File: config.mk
export PLATFORM = sky130hd
export DESIGN_NAME = wwt_window_watchdog
export DESIGN_NICKNAME = d
export VERILOG_FILES = /design/src/hdl/wwt_window_watchdog.v /design/src/hdl/wwt_limit_check.v
export VERILOG_INCLUDE_DIRS = /design/src /design/src/hdl
export SDC_FILE = /design/constraint.sdc
export NUM_CORES = 1
export LEC_CHECK = 0
export ABC_CLOCK_PERIOD_IN_PS = 2350
export BUFFER_PORTS_ARGS = -buffer_cell sky130_fd_sc_hd__buf_2
export CORE_MARGIN = 2
export CORE_UTILIZATION = 35
export CTS_BUF_LIST = sky130_fd_sc_hd__clkbuf_8
export DETAILED_ROUTE_END_ITERATION = 10
export SYNTH_ARGS = -nofsm -noshare
export SYNTH_HDL_FRONTEND = slang
export SYNTH_SLANG_ARGS = --single-unit
File: constraint.sdc
create_clock -name ref_clk -period 2.35 [get_ports ref_clk]
set_input_delay 0.47 -clock ref_clk [delete_from_list [all_inputs] [get_ports ref_clk]]
set_output_delay 0.47 -clock ref_clk [all_outputs]
set_load 0.1 [all_outputs]
File: src/hdl/wwt_map.vh
/*
 * Register offsets, field positions, reset values and timing counts of the windowed watchdog and
 * limit block. Assumes inclusion by bare name from the design files.
 */
`ifndef WWT_MAP_VH
`define WWT_MAP_VH

// ****************************************
// Register offsets (8-bit register address)
// ****************************************
`define WWT_ADDR_WINDOW_TIMER 8'h11
`define WWT_ADDR_ANALOG_IN_ZERO_LIMITS 8'h12
`define WWT_ADDR_ANALOG_IN_ONE_LIMITS 8'h13
`define WWT_ADDR_TEMP_LIMITS 8'h14
`define WWT_ADDR_PATH_SELECT 8'h16
`define WWT_ADDR_ALARM_ACTION 8'h10

// ****************************************
// Reset values
// ****************************************
`define WWT_RST_WINDOW_TIMER 16'h0018
`define WWT_RST_LIMITS 16'hFF00
`define WWT_RST_PATH_SELECT 16'h0000

// ****************************************
// Field positions
// ****************************************
`define WWT_ENABLE_BIT 0
`define WWT_LOWER_LSB 1
`define WWT_LOWER_MSB 2
`define WWT_UPPER_LSB 3
`define WWT_UPPER_MSB 5
`define WWT_WINDOW_TIMER_MASK 16'h003F
`define WWT_HIGH_LSB 8
`define WWT_HIGH_MSB 15
`define WWT_LOW_LSB 0
`define WWT_LOW_MSB 7
`define WWT_ACTION_LSB 6
`define WWT_ACTION_MSB 7

// ****************************************
// Timing
// ****************************************
`define WWT_OSC_HZ 1228800
`define WWT_TICK_DIV 1024
`define WWT_TICK_HZ 1200
`define WWT_CLK_HZ 250000000
`define WWT_TICK_CYCLES (`WWT_CLK_HZ / `WWT_TICK_HZ)

// Tick counts selected by the limit codes
`define WWT_UP0 13'h0040
`define WWT_UP1 13'h0080
`define WWT_UP2 13'h0200
`define WWT_UP3 13'h0400
`define WWT_UP4 13'h0800
`define WWT_UP5 13'h0C00
`define WWT_UP6 13'h1000
`define WWT_UP7 13'h1800

// Fault action codes
`define WWT_ACT_NONE 2'h0
`define WWT_ACT_CLEAR 2'h1
`define WWT_ACT_ALARM_V 2'h2
`define WWT_ACT_HIZ 2'h3

`endif

File: src/hdl/wwt_window_watchdog.v
/*
 * Windowed watchdog with programmable upper and lower limits, limit registers for two analog
 * inputs and die temperature, and the access-path select register.
 * Assumes a decoded register write port from the serial front end (SPI or UART break), with a
 * flag saying which path carried the write, and results from the diagnostic converter.
 */
`timescale 1ns/1ps
`include "wwt_map.vh"

// Functional notes
// RULE1: Limits counted in 1200 Hz ticks
// RULE2: Upper code picks 64..6144 ticks, reset 3
// RULE3: Error when count exceeds upper limit
// RULE4: Lower code: off, 64, 128, 512 ticks
// RULE5: With lower limit, only this register restarts
// RULE6: Servicing outside window raises error
// RULE7: Without lower limit, any write restarts
// RULE8: Same behaviour on SPI and UART break
// RULE9: Bit 0 enables watchdog, off at reset
// RULE10: High limit padded with ones, greater faults
// RULE11: Low limit padded with zeros, less faults
// RULE12: Separate limits for three channels
// RULE13: Limits reset to high ones, low zero
// RULE14: Path bit: 0 SPI, 1 UART break
// RULE15: Path register writable only over UART break
// RULE16: Timeout action from shared action field
// RULE17: Action codes none, clear, alarm, high-Z
// RULE18: Each channel raises its own fault
// RULE19: Counter advances per tick, clears, held off

module wwt_window_watchdog
#(
    parameter TICK_CYCLES = `WWT_TICK_CYCLES // Core clocks per 1200 Hz tick
)
(
    input wire ref_clk, // 250 MHz clock
    input wire rst_n, // Synchronous reset, active low
    input wire reg_wr, // Register write strobe, one cycle
    input wire reg_rd, // Register read strobe, one cycle
    input wire [7:0] reg_addr, // Register address
    input wire [15:0] reg_wdata, // Write data
    input wire reg_via_uart, // Access came over UART break
    output reg [15:0] reg_rdata_q, // Read data, valid cycle after reg_rd
    output reg reg_rvalid_q, // Read data valid pulse
    input wire [15:0] alarm_action, // Alarm action register contents
    input wire analog_input_zero_valid, // Analog input zero result strobe
    input wire [11:0] analog_input_zero_result, // Analog input zero result
    input wire analog_input_one_valid, // Analog input one result strobe
    input wire [11:0] analog_input_one_result, // Analog input one result
    input wire temp_valid, // Die temperature result strobe
    input wire [11:0] temp_result, // Die temperature result
    output reg timeout_error_q, // Watchdog error pulse
    output wire [1:0] crc_timeout_action, // Action to take on watchdog error
    output wire [2:0] high_fault, // High faults: temp, input one, input zero
    output wire [2:0] low_fault, // Low faults: temp, input one, input zero
    output wire uart_break_access // Register map served by UART break
);

    // ****************************************
    // Decode helpers
    // ****************************************
    function [12:0] upper_ticks;
        input [2:0] code;
        begin
            case (code) // RULE2
                3'h0: upper_ticks = `WWT_UP0;
                3'h1: upper_ticks = `WWT_UP1;
                3'h2: upper_ticks = `WWT_UP2;
                3'h3: upper_ticks = `WWT_UP3;
                3'h4: upper_ticks = `WWT_UP4;
                3'h5: upper_ticks = `WWT_UP5;
                3'h6: upper_ticks = `WWT_UP6;
                default: upper_ticks = `WWT_UP7;
            endcase
        end
    endfunction

    function [12:0] lower_ticks;
        input [1:0] code;
        begin
            case (code) // RULE4
                2'h1: lower_ticks = `WWT_UP0;
                2'h2: lower_ticks = `WWT_UP1;
                2'h3: lower_ticks = `WWT_UP2;
                default: lower_ticks = 13'h0000;
            endcase
        end
    endfunction

    // ****************************************
    // Registers
    // ****************************************
    reg [15:0] window_timer_q;
    reg [15:0] analog_in_zero_limits_q;
    reg [15:0] analog_in_one_limits_q;
    reg [15:0] temp_limits_q;
    reg [15:0] path_select_q;

    wire timer_enable_bit;
    wire [1:0] lower_limit_code;
    wire [2:0] upper_limit_code;
    wire wr_timer;

    assign timer_enable_bit = window_timer_q[`WWT_ENABLE_BIT]; // RULE9
    assign lower_limit_code = window_timer_q[`WWT_LOWER_MSB:`WWT_LOWER_LSB];
    assign upper_limit_code = window_timer_q[`WWT_UPPER_MSB:`WWT_UPPER_LSB];
    assign wr_timer = reg_wr && (reg_addr == `WWT_ADDR_WINDOW_TIMER);
    assign uart_break_access = path_select_q[0]; // RULE14

    // Writes from either path land here alike
    always @(posedge ref_clk)
    begin
        if (!rst_n)
        begin
            window_timer_q <= `WWT_RST_WINDOW_TIMER; // RULE9
            analog_in_zero_limits_q <= `WWT_RST_LIMITS; // RULE13
            analog_in_one_limits_q <= `WWT_RST_LIMITS; // RULE13
            temp_limits_q <= `WWT_RST_LIMITS; // RULE13
        end
        else if (reg_wr)
        begin
            case (reg_addr) // RULE8
                `WWT_ADDR_WINDOW_TIMER: window_timer_q <= reg_wdata & `WWT_WINDOW_TIMER_MASK;
                `WWT_ADDR_ANALOG_IN_ZERO_LIMITS: analog_in_zero_limits_q <= reg_wdata; // RULE12
                `WWT_ADDR_ANALOG_IN_ONE_LIMITS: analog_in_one_limits_q <= reg_wdata; // RULE12
                `WWT_ADDR_TEMP_LIMITS: temp_limits_q <= reg_wdata; // RULE12
                default: window_timer_q <= window_timer_q;
            endcase
        end
    end

    // Path register follows break-mode writes only; an SPI write to it is dropped
    always @(posedge ref_clk)
    begin
        if (!rst_n)
            path_select_q <= `WWT_RST_PATH_SELECT; // RULE14
        else if (reg_wr && reg_via_uart && (reg_addr == `WWT_ADDR_PATH_SELECT)) // RULE15
            path_select_q <= {15'h0000, reg_wdata[0]};
    end

    // Reserved bits read as zero; unmapped addresses read as zero
    always @(posedge ref_clk)
    begin
        if (!rst_n)
        begin
            reg_rdata_q <= 16'h0000;
            reg_rvalid_q <= 1'b0;
        end
        else
        begin
            reg_rvalid_q <= reg_rd;
            if (reg_rd)
            begin
                case (reg_addr)
                    `WWT_ADDR_WINDOW_TIMER: reg_rdata_q <= window_timer_q;
                    `WWT_ADDR_ANALOG_IN_ZERO_LIMITS: reg_rdata_q <= analog_in_zero_limits_q;
                    `WWT_ADDR_ANALOG_IN_ONE_LIMITS: reg_rdata_q <= analog_in_one_limits_q;
                    `WWT_ADDR_TEMP_LIMITS: reg_rdata_q <= temp_limits_q;
                    `WWT_ADDR_PATH_SELECT: reg_rdata_q <= path_select_q;
                    default: reg_rdata_q <= 16'h0000;
                endcase
            end
        end
    end

    // ****************************************
    // Tick prescaler
    // ****************************************
    // Core-clock stand-in for the oscillator divided by 1024
    reg [17:0] presc_q;
    wire tick;

    assign tick = (presc_q == TICK_CYCLES[17:0] - 18'h00001); // RULE1

    always @(posedge ref_clk)
    begin
        if (!rst_n || !timer_enable_bit)
            presc_q <= 18'h00000;
        else if (tick)
            presc_q <= 18'h00000;
        else
            presc_q <= presc_q + 18'h00001; // RULE1
    end

    // ****************************************
    // Watchdog counter and window check
    // ****************************************
    reg [12:0] count_q;
    reg [12:0] count_d;
    reg expired_q;
    reg expired_d;
    reg timeout_error_d;
    wire window_on;
    wire at_limit;
    wire [12:0] up_lim;

    assign window_on = (lower_limit_code != 2'h0);
    assign up_lim = upper_ticks(upper_limit_code);
    assign at_limit = (count_q == up_lim) && !expired_q;

    // ****************************************
    // Service write qualification
    // ****************************************
    // A write that turns the watchdog off is neither judged nor an error
    reg service_wr;
    reg restart;
    reg early;
    reg late;
    reg [12:0] low_lim;

    always @*
    begin
        low_lim = lower_ticks(lower_limit_code);
        service_wr = window_on ? wr_timer : reg_wr; // RULE5 RULE7
        restart = timer_enable_bit && service_wr;
        early = 1'b0;
        late = 1'b0;
        // Judged against the window in force before this write
        if (restart && window_on && reg_wdata[`WWT_ENABLE_BIT])
        begin
            early = (count_q < low_lim); // RULE6
            late = expired_q; // RULE6
        end
    end

    // ****************************************
    // Watchdog counter
    // ****************************************
    // Restart wins over a tick in the same cycle
    always @*
    begin
        count_d = count_q;
        expired_d = expired_q;
        timeout_error_d = 1'b0;
        if (restart)
        begin
            count_d = 13'h0000; // RULE19
            expired_d = 1'b0;
            timeout_error_d = early || late; // RULE6
        end
        else if (tick)
        begin
            // Saturate past the limit so one expiry gives one error pulse
            if (at_limit)
            begin
                expired_d = 1'b1;
                timeout_error_d = 1'b1; // RULE3
            end
            if (!expired_q)
                count_d = count_q + 13'h0001; // RULE19
        end
    end

    always @(posedge ref_clk)
    begin
        if (!rst_n || !timer_enable_bit)
        begin
            count_q <= 13'h0000; // RULE19
            expired_q <= 1'b0;
            timeout_error_q <= 1'b0;
        end
        else
        begin
            count_q <= count_d;
            expired_q <= expired_d;
            timeout_error_q <= timeout_error_d;
        end
    end

    assign crc_timeout_action = alarm_action[`WWT_ACTION_MSB:`WWT_ACTION_LSB]; // RULE16 RULE17

    // ****************************************
    // Channel limit checks
    // ****************************************
    wire [15:0] lim_bus [0:2];
    wire [2:0] val_bus;
    wire [11:0] res_bus [0:2];

    assign lim_bus[0] = analog_in_zero_limits_q;
    assign lim_bus[1] = analog_in_one_limits_q;
    assign lim_bus[2] = temp_limits_q;
    assign val_bus = {temp_valid, analog_input_one_valid, analog_input_zero_valid};
    assign res_bus[0] = analog_input_zero_result;
    assign res_bus[1] = analog_input_one_result;
    assign res_bus[2] = temp_result;

    genvar gi;
    generate
        for (gi = 0; gi < 3; gi = gi + 1)
        begin : g_chan
            wire high_w;
            wire low_w;
            wwt_limit_check u_check
            (
                .ref_clk(ref_clk),
                .rst_n(rst_n),
                .limits(lim_bus[gi]),
                .result_valid(val_bus[gi]),
                .result(res_bus[gi]),
                .high_fault_q(high_w),
                .low_fault_q(low_w)
            );
            assign high_fault[gi] = high_w; // RULE18
            assign low_fault[gi] = low_w; // RULE18
        end
    endgenerate

endmodule

File: src/hdl/wwt_limit_check.v
/*
 * Window comparison of one 12-bit diagnostic result against a packed limit register.
 * Assumes the result and its valid strobe are synchronous to ref_clk.
 */
`timescale 1ns/1ps
`include "wwt_map.vh"

module wwt_limit_check
(
    input wire ref_clk, // Clock
    input wire rst_n, // Synchronous reset, active low
    input wire [15:0] limits, // High field [15:8], low field [7:0]
    input wire result_valid, // Result strobe
    input wire [11:0] result, // Conversion result
    output reg high_fault_q, // Result above high limit
    output reg low_fault_q // Result below low limit
);

    wire [11:0] high_limit;
    wire [11:0] low_limit;

    assign high_limit = {limits[`WWT_HIGH_MSB:`WWT_HIGH_LSB], 4'hF}; // RULE10
    assign low_limit = {limits[`WWT_LOW_MSB:`WWT_LOW_LSB], 4'h0}; // RULE11

    // Flags follow the latest result; they do not latch across results
    always @(posedge ref_clk)
    begin
        if (!rst_n)
        begin
            high_fault_q <= 1'b0;
            low_fault_q <= 1'b0;
        end
        else if (result_valid)
        begin
            high_fault_q <= (result > high_limit); // RULE10
            low_fault_q <= (result < low_limit); // RULE11
        end
    end

endmodule

* After elaboration in Yosys (flattened, before gate mapping)
Cells that the tools add are included.
** Word-level totals
- Bits of input ports :: 84
- Register bits :: 111
- Output and inout bits :: 27
** Operators by class
- Reduce and logical (&&, ||, !) cells :: 22
- Order comparisons :: 7
- Muxes and demuxes :: 9
- $add $sub $neg :: 2
- Equal/unequal tests :: 16
- Bitwise gates (word level) :: 1
** Operator list (count)
- $pmux W13 S7 :: 1
- $pmux W16 S5 :: 1
- $eq A8 B5 Y1 const B :: 5
- $gt A12 B12 Y1 :: 3
- $lt A12 B12 Y1 :: 3
- $pmux W10 S3 :: 1
- $add A18 B1 Y18 const B :: 1
- $eq A18 B18 Y1 const B :: 1
- $add A13 B1 Y13 const B :: 1
- $eq A13 B13 Y1 :: 1
- $lt A13 B13 Y1 :: 1
- $reduce_and A2 Y1 :: 6
- $eq A3 B3 Y1 const B :: 3
- $logic_and A1 B1 Y1 :: 7
- $eq A3 B2 Y1 const B :: 2
- $mux W1 :: 6
- $eq A2 B2 Y1 const B :: 2
- $reduce_or A2 Y1 :: 2
- $eq A3 B1 Y1 const B :: 1
- $logic_not A1 Y1 :: 3
- $logic_not A3 Y1 :: 1
- $eq A2 B1 Y1 const B :: 1
- $logic_or A1 B1 Y1 :: 2
- $reduce_bool A2 Y1 :: 1
- $not A1 Y1 :: 1

* Longest topological paths before layout
Gate-level depths: netlist of the first run.
- Depth in word-level cells :: 9
- Depth in mapped cells :: 8
- Gate-level depth less buffers :: 7

* Hierarchy
A second synthesis of the first run with hierarchy kept.
** Second synthesis, totals
- Cells, all modules :: 743
- Area total of the unflattened synthesis :: 6253.5 um^2
** Modules (own cells, without submodules)
- wwt_window_watchdog :: cells each 572, times used 1, area an instance 4936.0 um^2
- wwt_limit_check :: cells each 57, times used 3, area an instance 439.2 um^2

* Least setup slack after synthesis of the first run
OpenSTA, ideal clock, no wires.
- Kind :: input to register
- Start point :: in reg_addr[5]
- End point :: reg analog_in_zero_limits_q[10]
- Required time :: 2.221 ns
- Arrival time :: 1.885 ns
- Stages :: 8
- Path slack :: 0.335 ns
- Library setup time :: 0.129 ns
- Path through :: or4b_4 > nor2_2 > buf_4 > nand4b_1 > buf_4 > buf_6 > mux2i_1 > nand2_1
** On the way
- Word-level cells in the longest chain between the ends :: 2
** RTL lines
- start: declaration :: RTL line wwt_window_watchdog.v:40 : input wire [7:0] reg_addr,
- $eq A8 B5 Y1 :: RTL line wwt_window_watchdog.v:122 : case (reg_addr)
- $reduce_and A2 Y1 (no line)
- end signal: assignment :: RTL line wwt_window_watchdog.v:116 : analog_in_zero_limits_q <= `WWT_RST_LIMITS;
- end signal: assignment :: RTL line wwt_window_watchdog.v:124 : `WWT_ADDR_ANALOG_IN_ZERO_LIMITS: analog_in_zero_limits_q <= reg_wdata;
- end: declaration :: RTL line wwt_window_watchdog.v:94 : reg [15:0] analog_in_zero_limits_q;
No other way between the ends.
A chain may end at the register's enable or synchronous reset.

* Worst setup path after layout of the first run
- Start point :: reg presc_q[1]
- End point :: reg count_q[2]
** On the way
- Word-level cells in the longest chain between the ends :: 2
** RTL lines
- start: declaration :: RTL line wwt_window_watchdog.v:170 : reg [17:0] presc_q;
- start signal: assignment :: RTL line wwt_window_watchdog.v:182 : presc_q <= presc_q + 18'h00001;
- $eq A18 B18 Y1 :: RTL line wwt_window_watchdog.v:173 : assign tick = (presc_q == TICK_CYCLES[17:0] - 18'h00001);
- $reduce_and A2 Y1 (no line)
- end signal: assignment :: RTL line wwt_window_watchdog.v:264 : count_q <= count_d;
- end: declaration :: RTL line wwt_window_watchdog.v:188 : reg [12:0] count_q;
No other way between the ends.

==> impl_metrics.py, run 1 <==
metrics = {
    "finish": {
        "diodes": 0,
        "final_cell_mix": "dfxtp_1, buf_2, nand2_1",
        "areaGrowthSynthToFinish_pct": 14.2,
        "drive_above_1_share_pct": 17.2,
        "final_common_cell": "dfxtp_1",
        "finalNetCount": 931,
    },
    "routing": {
        "wire_per_inst_um": 15.7,
        "wirelength_mm": 16.1,
        "antenna_left": 0,
        "first_pass_iters": 5,
        "viasPerCell": 5.03,
        "vias": 5160,
        "drc": 0,
        "dr.first_iter.drc_count": 301,
    },
    "die": {
        "num_rows": 48,
        "die_h_um": 137,
        "start_util_pct": 35.8,
        "die_area_sq_um": 18700,
        "ios": 111,
        "core-area_sq_um": 17200,
        "die_w_um": 137,
    },
    "clock_tree": {
        "cts_buffer_depth": 2,
        "insertion_delay_ps": 400,
        "cts_hold_buf": 0,
        "tritoncts": "yes",
        "clock-root-buffer": "clkbuf_8",
        "cts_sinks": 111,
        "cts_max_level": 3,
        "postCtsSetupRepairBufs": 0,
        "clk_pin_slew_ps": 120,
        "cts_resized": 0,
        "numCtsBuffers": 9,
    },
    "placed_design": {
        "dpl_worst_slack_ps": 140,
        "dp_hpwl_mm": 12.5,
        "place_congestion": 0.843,
        "portBuffers": 92,
    },
    "logic_synthesis": {
        "yosysWarningCount": 0,
        "synth_edf_count": 0,
        "synth_top_cell_by_area": "dfxtp_1",
        "ys_types": 54,
        "synth-seq-cells": 111,
        "ys_top_cells_by_area": "dfxtp_1, ha_1, nand2_1",
        "syn-num-nets": 848,
        "ys_dominant_reg_cell": "dfxtp_1",
        "yosysSeqAreaShare_pct": 36.0,
        "synth_top_area_share_pct": 36.0,
        "syn_area_per_cell_sq_um": 8.65,
        "syn_inst": 713,
        "synthArstFlopShare_pct": 0,
        "syn-cell-area_sq_um": 6170,
    },
    "global_routing": {
        "grt_max_degree": 45,
        "grt_usage_pct": 17.8,
        "grt_pass1_vias": 4778,
        "grt_pass1_wl_mm": 25.6,
        "gr-total-overflow": 0,
        "antenna_found_initial": 0,
    },
    "critical_path": {
        "crit_path_end_kind": "register",
        "crit_path_max_fanout": 13,
        "cp.arrival_ps": 2290,
        "cp.required_ps": 2640,
        "ff2ff_setup_slack_ps": 360,
        "startpoint_type": "register",
        "critical_path_class": "register to register",
    },
    "sta": {
        "worst_pin_slew_ps": 570,
        "period_share_pct": 84.9,
        "max_freq_ghz": 0.501,
        "slew_headroom_pct": 61.9,
        "final_max_slew_viol_count": 0,
        "fin_ws_ps": 356,
        "hold_viol": 0,
        "setup_viol": 0,
        "period_needed_ps": 1990,
        "finClkSkew_ps": 12.8,
        "tns_ps": 0,
        "rsz0062_at_grt": "no",
    },
    "power": {
        "powerDensity_nw_per_um2": 469,
        "ir_drop_v": 0.000264,
        "leakage_nw": 3.00,
    },
    "run": {
        "max-cap-violations": 0,
    },
    "outcome": {
        "status": "finished clean",
    },
    "min_path": {
        "hold_path.class": "primary input to register",
    },
}
## layout make-up
class                   count  area [sq um]
flip-flops and latches    111          2220
multi-input cells         503          3500
fillers                  1732         10200
well taps                 225           282
repair buffers            112           636
clock inverters             7          57.6
clock buffers               9           124
inverters                  59           221
## cells in the mapped netlist (3+ instances only)
cell / instances
mux2_2: 6
or4_1: 3
clkbuf_1: 20
and2_1: 6
xnor2_1: 19
a22oi_1: 9
nor3_1: 14
mux2i_1: 32
dfxtp_1: 111
a21boi_0: 10
and3_1: 6
nand2_1: 91
ha_1: 51
xor2_1: 8
nor4bb_1: 3
a21o_1: 18
inv_1: 59
buf_2: 4
nand3_1: 18
a21boi_1: 8
buf_4: 14
nand4_1: 21
a22o_1: 9
nor2_1: 38
a2bb2oi_1: 6
and4_1: 3
a21oi_1: 13
o311ai_0: 3
a211oi_1: 7
nand4b_1: 3
nor2b_1: 19
o31ai_1: 3
nand3b_1: 4
o21ai_0: 23
nand2b_1: 6
o211ai_1: 17
nor4_1: 5
## final timing paths
kind	startpoint	endpoint	depth (start not counted)
worst max register to register	presc_q[1]	count_q[2]	9
worst min-delay path	reg_wdata[8]	analog_in_zero_limits_q[8]	3
worst max-delay path	presc_q[1]	count_q[2]	9
worst min register to register	reg_rdata_q[14]	reg_rdata_q[14]	2
## worst max-delay path: stages, from the launching register on
cell	delay (ps)
dfxtp_1	380
inv_1	70
ha_1	160
nor4bb_1	350
nand4_1	150
buf_4	210
nor3_1	140
buf_4	160
a211oi_1	70
a31o_2	210
## cells by family after synthesis
kind of cell / Yosys count / synth area share [%]
and+or+nand+nor: 251 / 20.7
buffers and inverters: 99 / 7.20
xor gates and xnor gates: 27 / 3.83
AOI/OAI and AO/OA: 136 / 15.6
DFF: 111 / 36.0
muxes: 38 / 6.29
adders and majority gates: 51 / 10.3
## per-stage QoR
step	utilization (%)	instance area, sq um	hold WS (ps)	total power (W)	cells
5_1_grt	40.9	7040	342	0.00343	1026
6_report	40.9	7040	326	0.00330	1026
3_5_place_dp	39.8	6860	445	0.00222	1010
2_1_floorplan	-	6170	440	0.00210	713
4_1_cts	40.9	7040	318	0.00333	1026
3_3_place_gp	39.8	6860	439	0.00222	1010
## power breakdown
part | internal (W) | switching (W)
sequential | 0.00189 | 0.00000298
combinational | 0.000114 | 0.000176
clock | 0.000399 | 0.000726
total | 0.00240 | 0.000905
## per-layer routing
layer	wire (um)	GRT usage (%)	up-vias
li1	-	-	2666
met3	889	2.52	13
met4	184	5.50	0
met1	8410	27.2	2367
met5	0	0	-
met2	6640	25.4	114
## flip-flops by register name (all words and copies together) (netlist names)
name,flops
g_chan.u_check.high_fault_q,3
reg_rvalid_q,1
window_timer_q,6
presc_q,18
path_select_q,1
reg_rdata_q,16
g_chan.u_check.low_fault_q,3
analog_in_one_limits_q,16
count_q,13
analog_in_zero_limits_q,16
expired_q,1
temp_limits_q,16
timeout_error_q,1
Power figures use the tool's default switching activity.
==> run 2: changes to the inputs <==
- ABC_CLOCK_PERIOD_IN_PS: 2350 -> 2000
- clock period: 2.35 -> 2 ns (I/O delays scaled with it)
==> impl_metrics.py, run 2 (synthesized netlist as in run 1, its figures left out) <==
metrics = {
    "outcome": {
        "status": "finished clean",
    },
    "global_routing": {
        "grt_max_degree": 39,
        "grt_pass1_vias": 4942,
        "grt_usage_pct": 17.9,
        "grt_pass1_wl_mm": 25.8,
        "antenna_found_initial": 1,
        "gr-total-overflow": 0,
    },
    "routing": {
        "first_pass_iters": 5,
        "antenna_left": 0,
        "wirelength_mm": 16.1,
        "vias": 5210,
        "viasPerCell": 5.00,
        "dr.first_iter.drc_count": 285,
        "drc": 0,
        "wire_per_inst_um": 15.4,
    },
    "critical_path": {
        "crit_path_end_kind": "register",
        "crit_start": "presc_q[17]",
        "critPathSlowestCell": "a2111oi_0",
        "crit_path_max_fanout": 2,
        "critical_path_class": "register to register",
        "path_common_cell": "nand4_1",
        "startpoint_type": "register",
        "path_cells": "nor4bb_2 -> nand4_1 -> a2111oi_0 -> nand4_1 -> o22ai_1",
        "crit_path_max_incr_delay_ps": 470,
        "cp.required_ps": 2300,
        "cp.arrival_ps": 2120,
        "regToRegStartpoint": "presc_q[17]",
    },
    "finish": {
        "fin_util_pct": 41.8,
        "drive_above_1_share_pct": 19.0,
        "largest_reg_flops": 18,
        "final_cell_mix": "dfxtp_1, buf_2, nand2_1",
        "areaGrowthSynthToFinish_pct": 16.8,
        "final_common_cell": "dfxtp_1",
        "finalNetCount": 947,
        "largest-register": "presc_q",
    },
    "run": {
        "max-cap-violations": 0,
    },
    "sta": {
        "fin_ws_ps": 186,
        "period_share_pct": 90.7,
        "setup_viol": 0,
        "slew_headroom_pct": 66.6,
        "rsz0062_at_grt": "no",
        "hold_viol": 0,
        "final_max_slew_viol_count": 0,
        "max_freq_ghz": 0.551,
        "finClkSkew_ps": 13.0,
        "worst_pin_slew_ps": 505,
        "period_needed_ps": 1810,
    },
    "placed_design": {
        "dpl_worst_slack_ps": -85.2,
        "portBuffers": 92,
        "dp_hpwl_mm": 12.8,
        "place_congestion": 0.853,
    },
    "die": {
        "die_w_um": 137,
        "ios": 111,
        "num_rows": 48,
        "start_util_pct": 35.8,
        "die_area_sq_um": 18700,
        "die_h_um": 137,
        "core-area_sq_um": 17200,
    },
    "clock_tree": {
        "insertion_delay_ps": 390,
        "clock-root-buffer": "clkbuf_8",
        "tritoncts": "yes",
        "numCtsBuffers": 9,
        "cts_max_level": 3,
        "cts_hold_buf": 0,
        "cts_buffer_depth": 2,
        "cts_sinks": 111,
        "clk_pin_slew_ps": 110,
    },
    "power": {
        "intPower_w": 0.00293,
        "seqPwrFrac_pct": 56.2,
        "power.total_w": 0.00395,
        "power.share.clock_pct": 35.1,
        "p_comb_share_pct": 8.7,
        "powerDensity_nw_per_um2": 548,
        "switching_share_pct": 25.7,
        "leakage_nw": 3.10,
        "ir_drop_v": 0.000281,
        "p_switching_w": 0.00101,
    },
    "min_path": {
        "hp-start": "reg_wdata[10]",
        "hold_path.class": "primary input to register",
    },
}
[run 2: metal layers]
| metal | wire [um] | vias up | global-route usage [%] |
|---|---|---|---|
| li1 | - | 2690 | - |
| met1 | 8190 | 2389 | 26.8 |
| met2 | 6800 | 117 | 26.3 |
| met3 | 837 | 14 | 2.04 |
| met4 | 236 | 0 | 6.48 |
| met5 | 0 | - | 0 |
[run 2: repair_timing]
item	in CTS	in global routing
setup buffers	0	0
resized for setup	0	2
setup endpoints to repair	0	5
[run 2: critical path, delay by kind of cell (launching register included)]
kind	cells	cell delay, ps
compound gates	2	670
flops	1	360
simple gates	3	700
[run 2: final cells by class]
type                            count  area, sq um
Clock inverter                      6         71.3
Fill cell                        1745        10000
Timing Repair Buffer              128          768
Antenna cell                        1         2.50
Sequential cell                   111         2220
Clock buffer                        9          124
Multi-Input combinational cell    503         3510
Inverter                           59          221
Tap cell                          225          282
[run 2: path summary, 6_finish.rpt]
kind                                      end  slack, ps  cells past startpoint
setup / recovery              timeout_error_q        190                      5
hold / removal    analog_in_zero_limits_q[10]        270                      3
setup reg to reg              timeout_error_q        190                      5
hold reg to reg                reg_rdata_q[1]        460                      2
[run 2: power groups by stage]
stage / logic [W] / clock network, W / registers, W
after floorplan: 0.000195 / 0 / 0.00228
after global placement: 0.000341 / 0 / 0.00227
after detailed placement: 0.000344 / 0 / 0.00227
after CTS: 0.000346 / 0.00144 / 0.00222
after global routing: 0.000375 / 0.00152 / 0.00222
final: 0.000344 / 0.00139 / 0.00222
[run 2: metrics by stage]
step / hold slack (ps) / area [sq um] / cells / setup TNS [ps]
floorplan: 440 / 6170 / 713 / 0
global placement: 434 / 6990 / 1026 / -379
detailed placement: 441 / 6990 / 1026 / -1590
CTS: 256 / 7190 / 1041 / 0
global route: 286 / 7200 / 1042 / 0
finish: 272 / 7200 / 1042 / 0
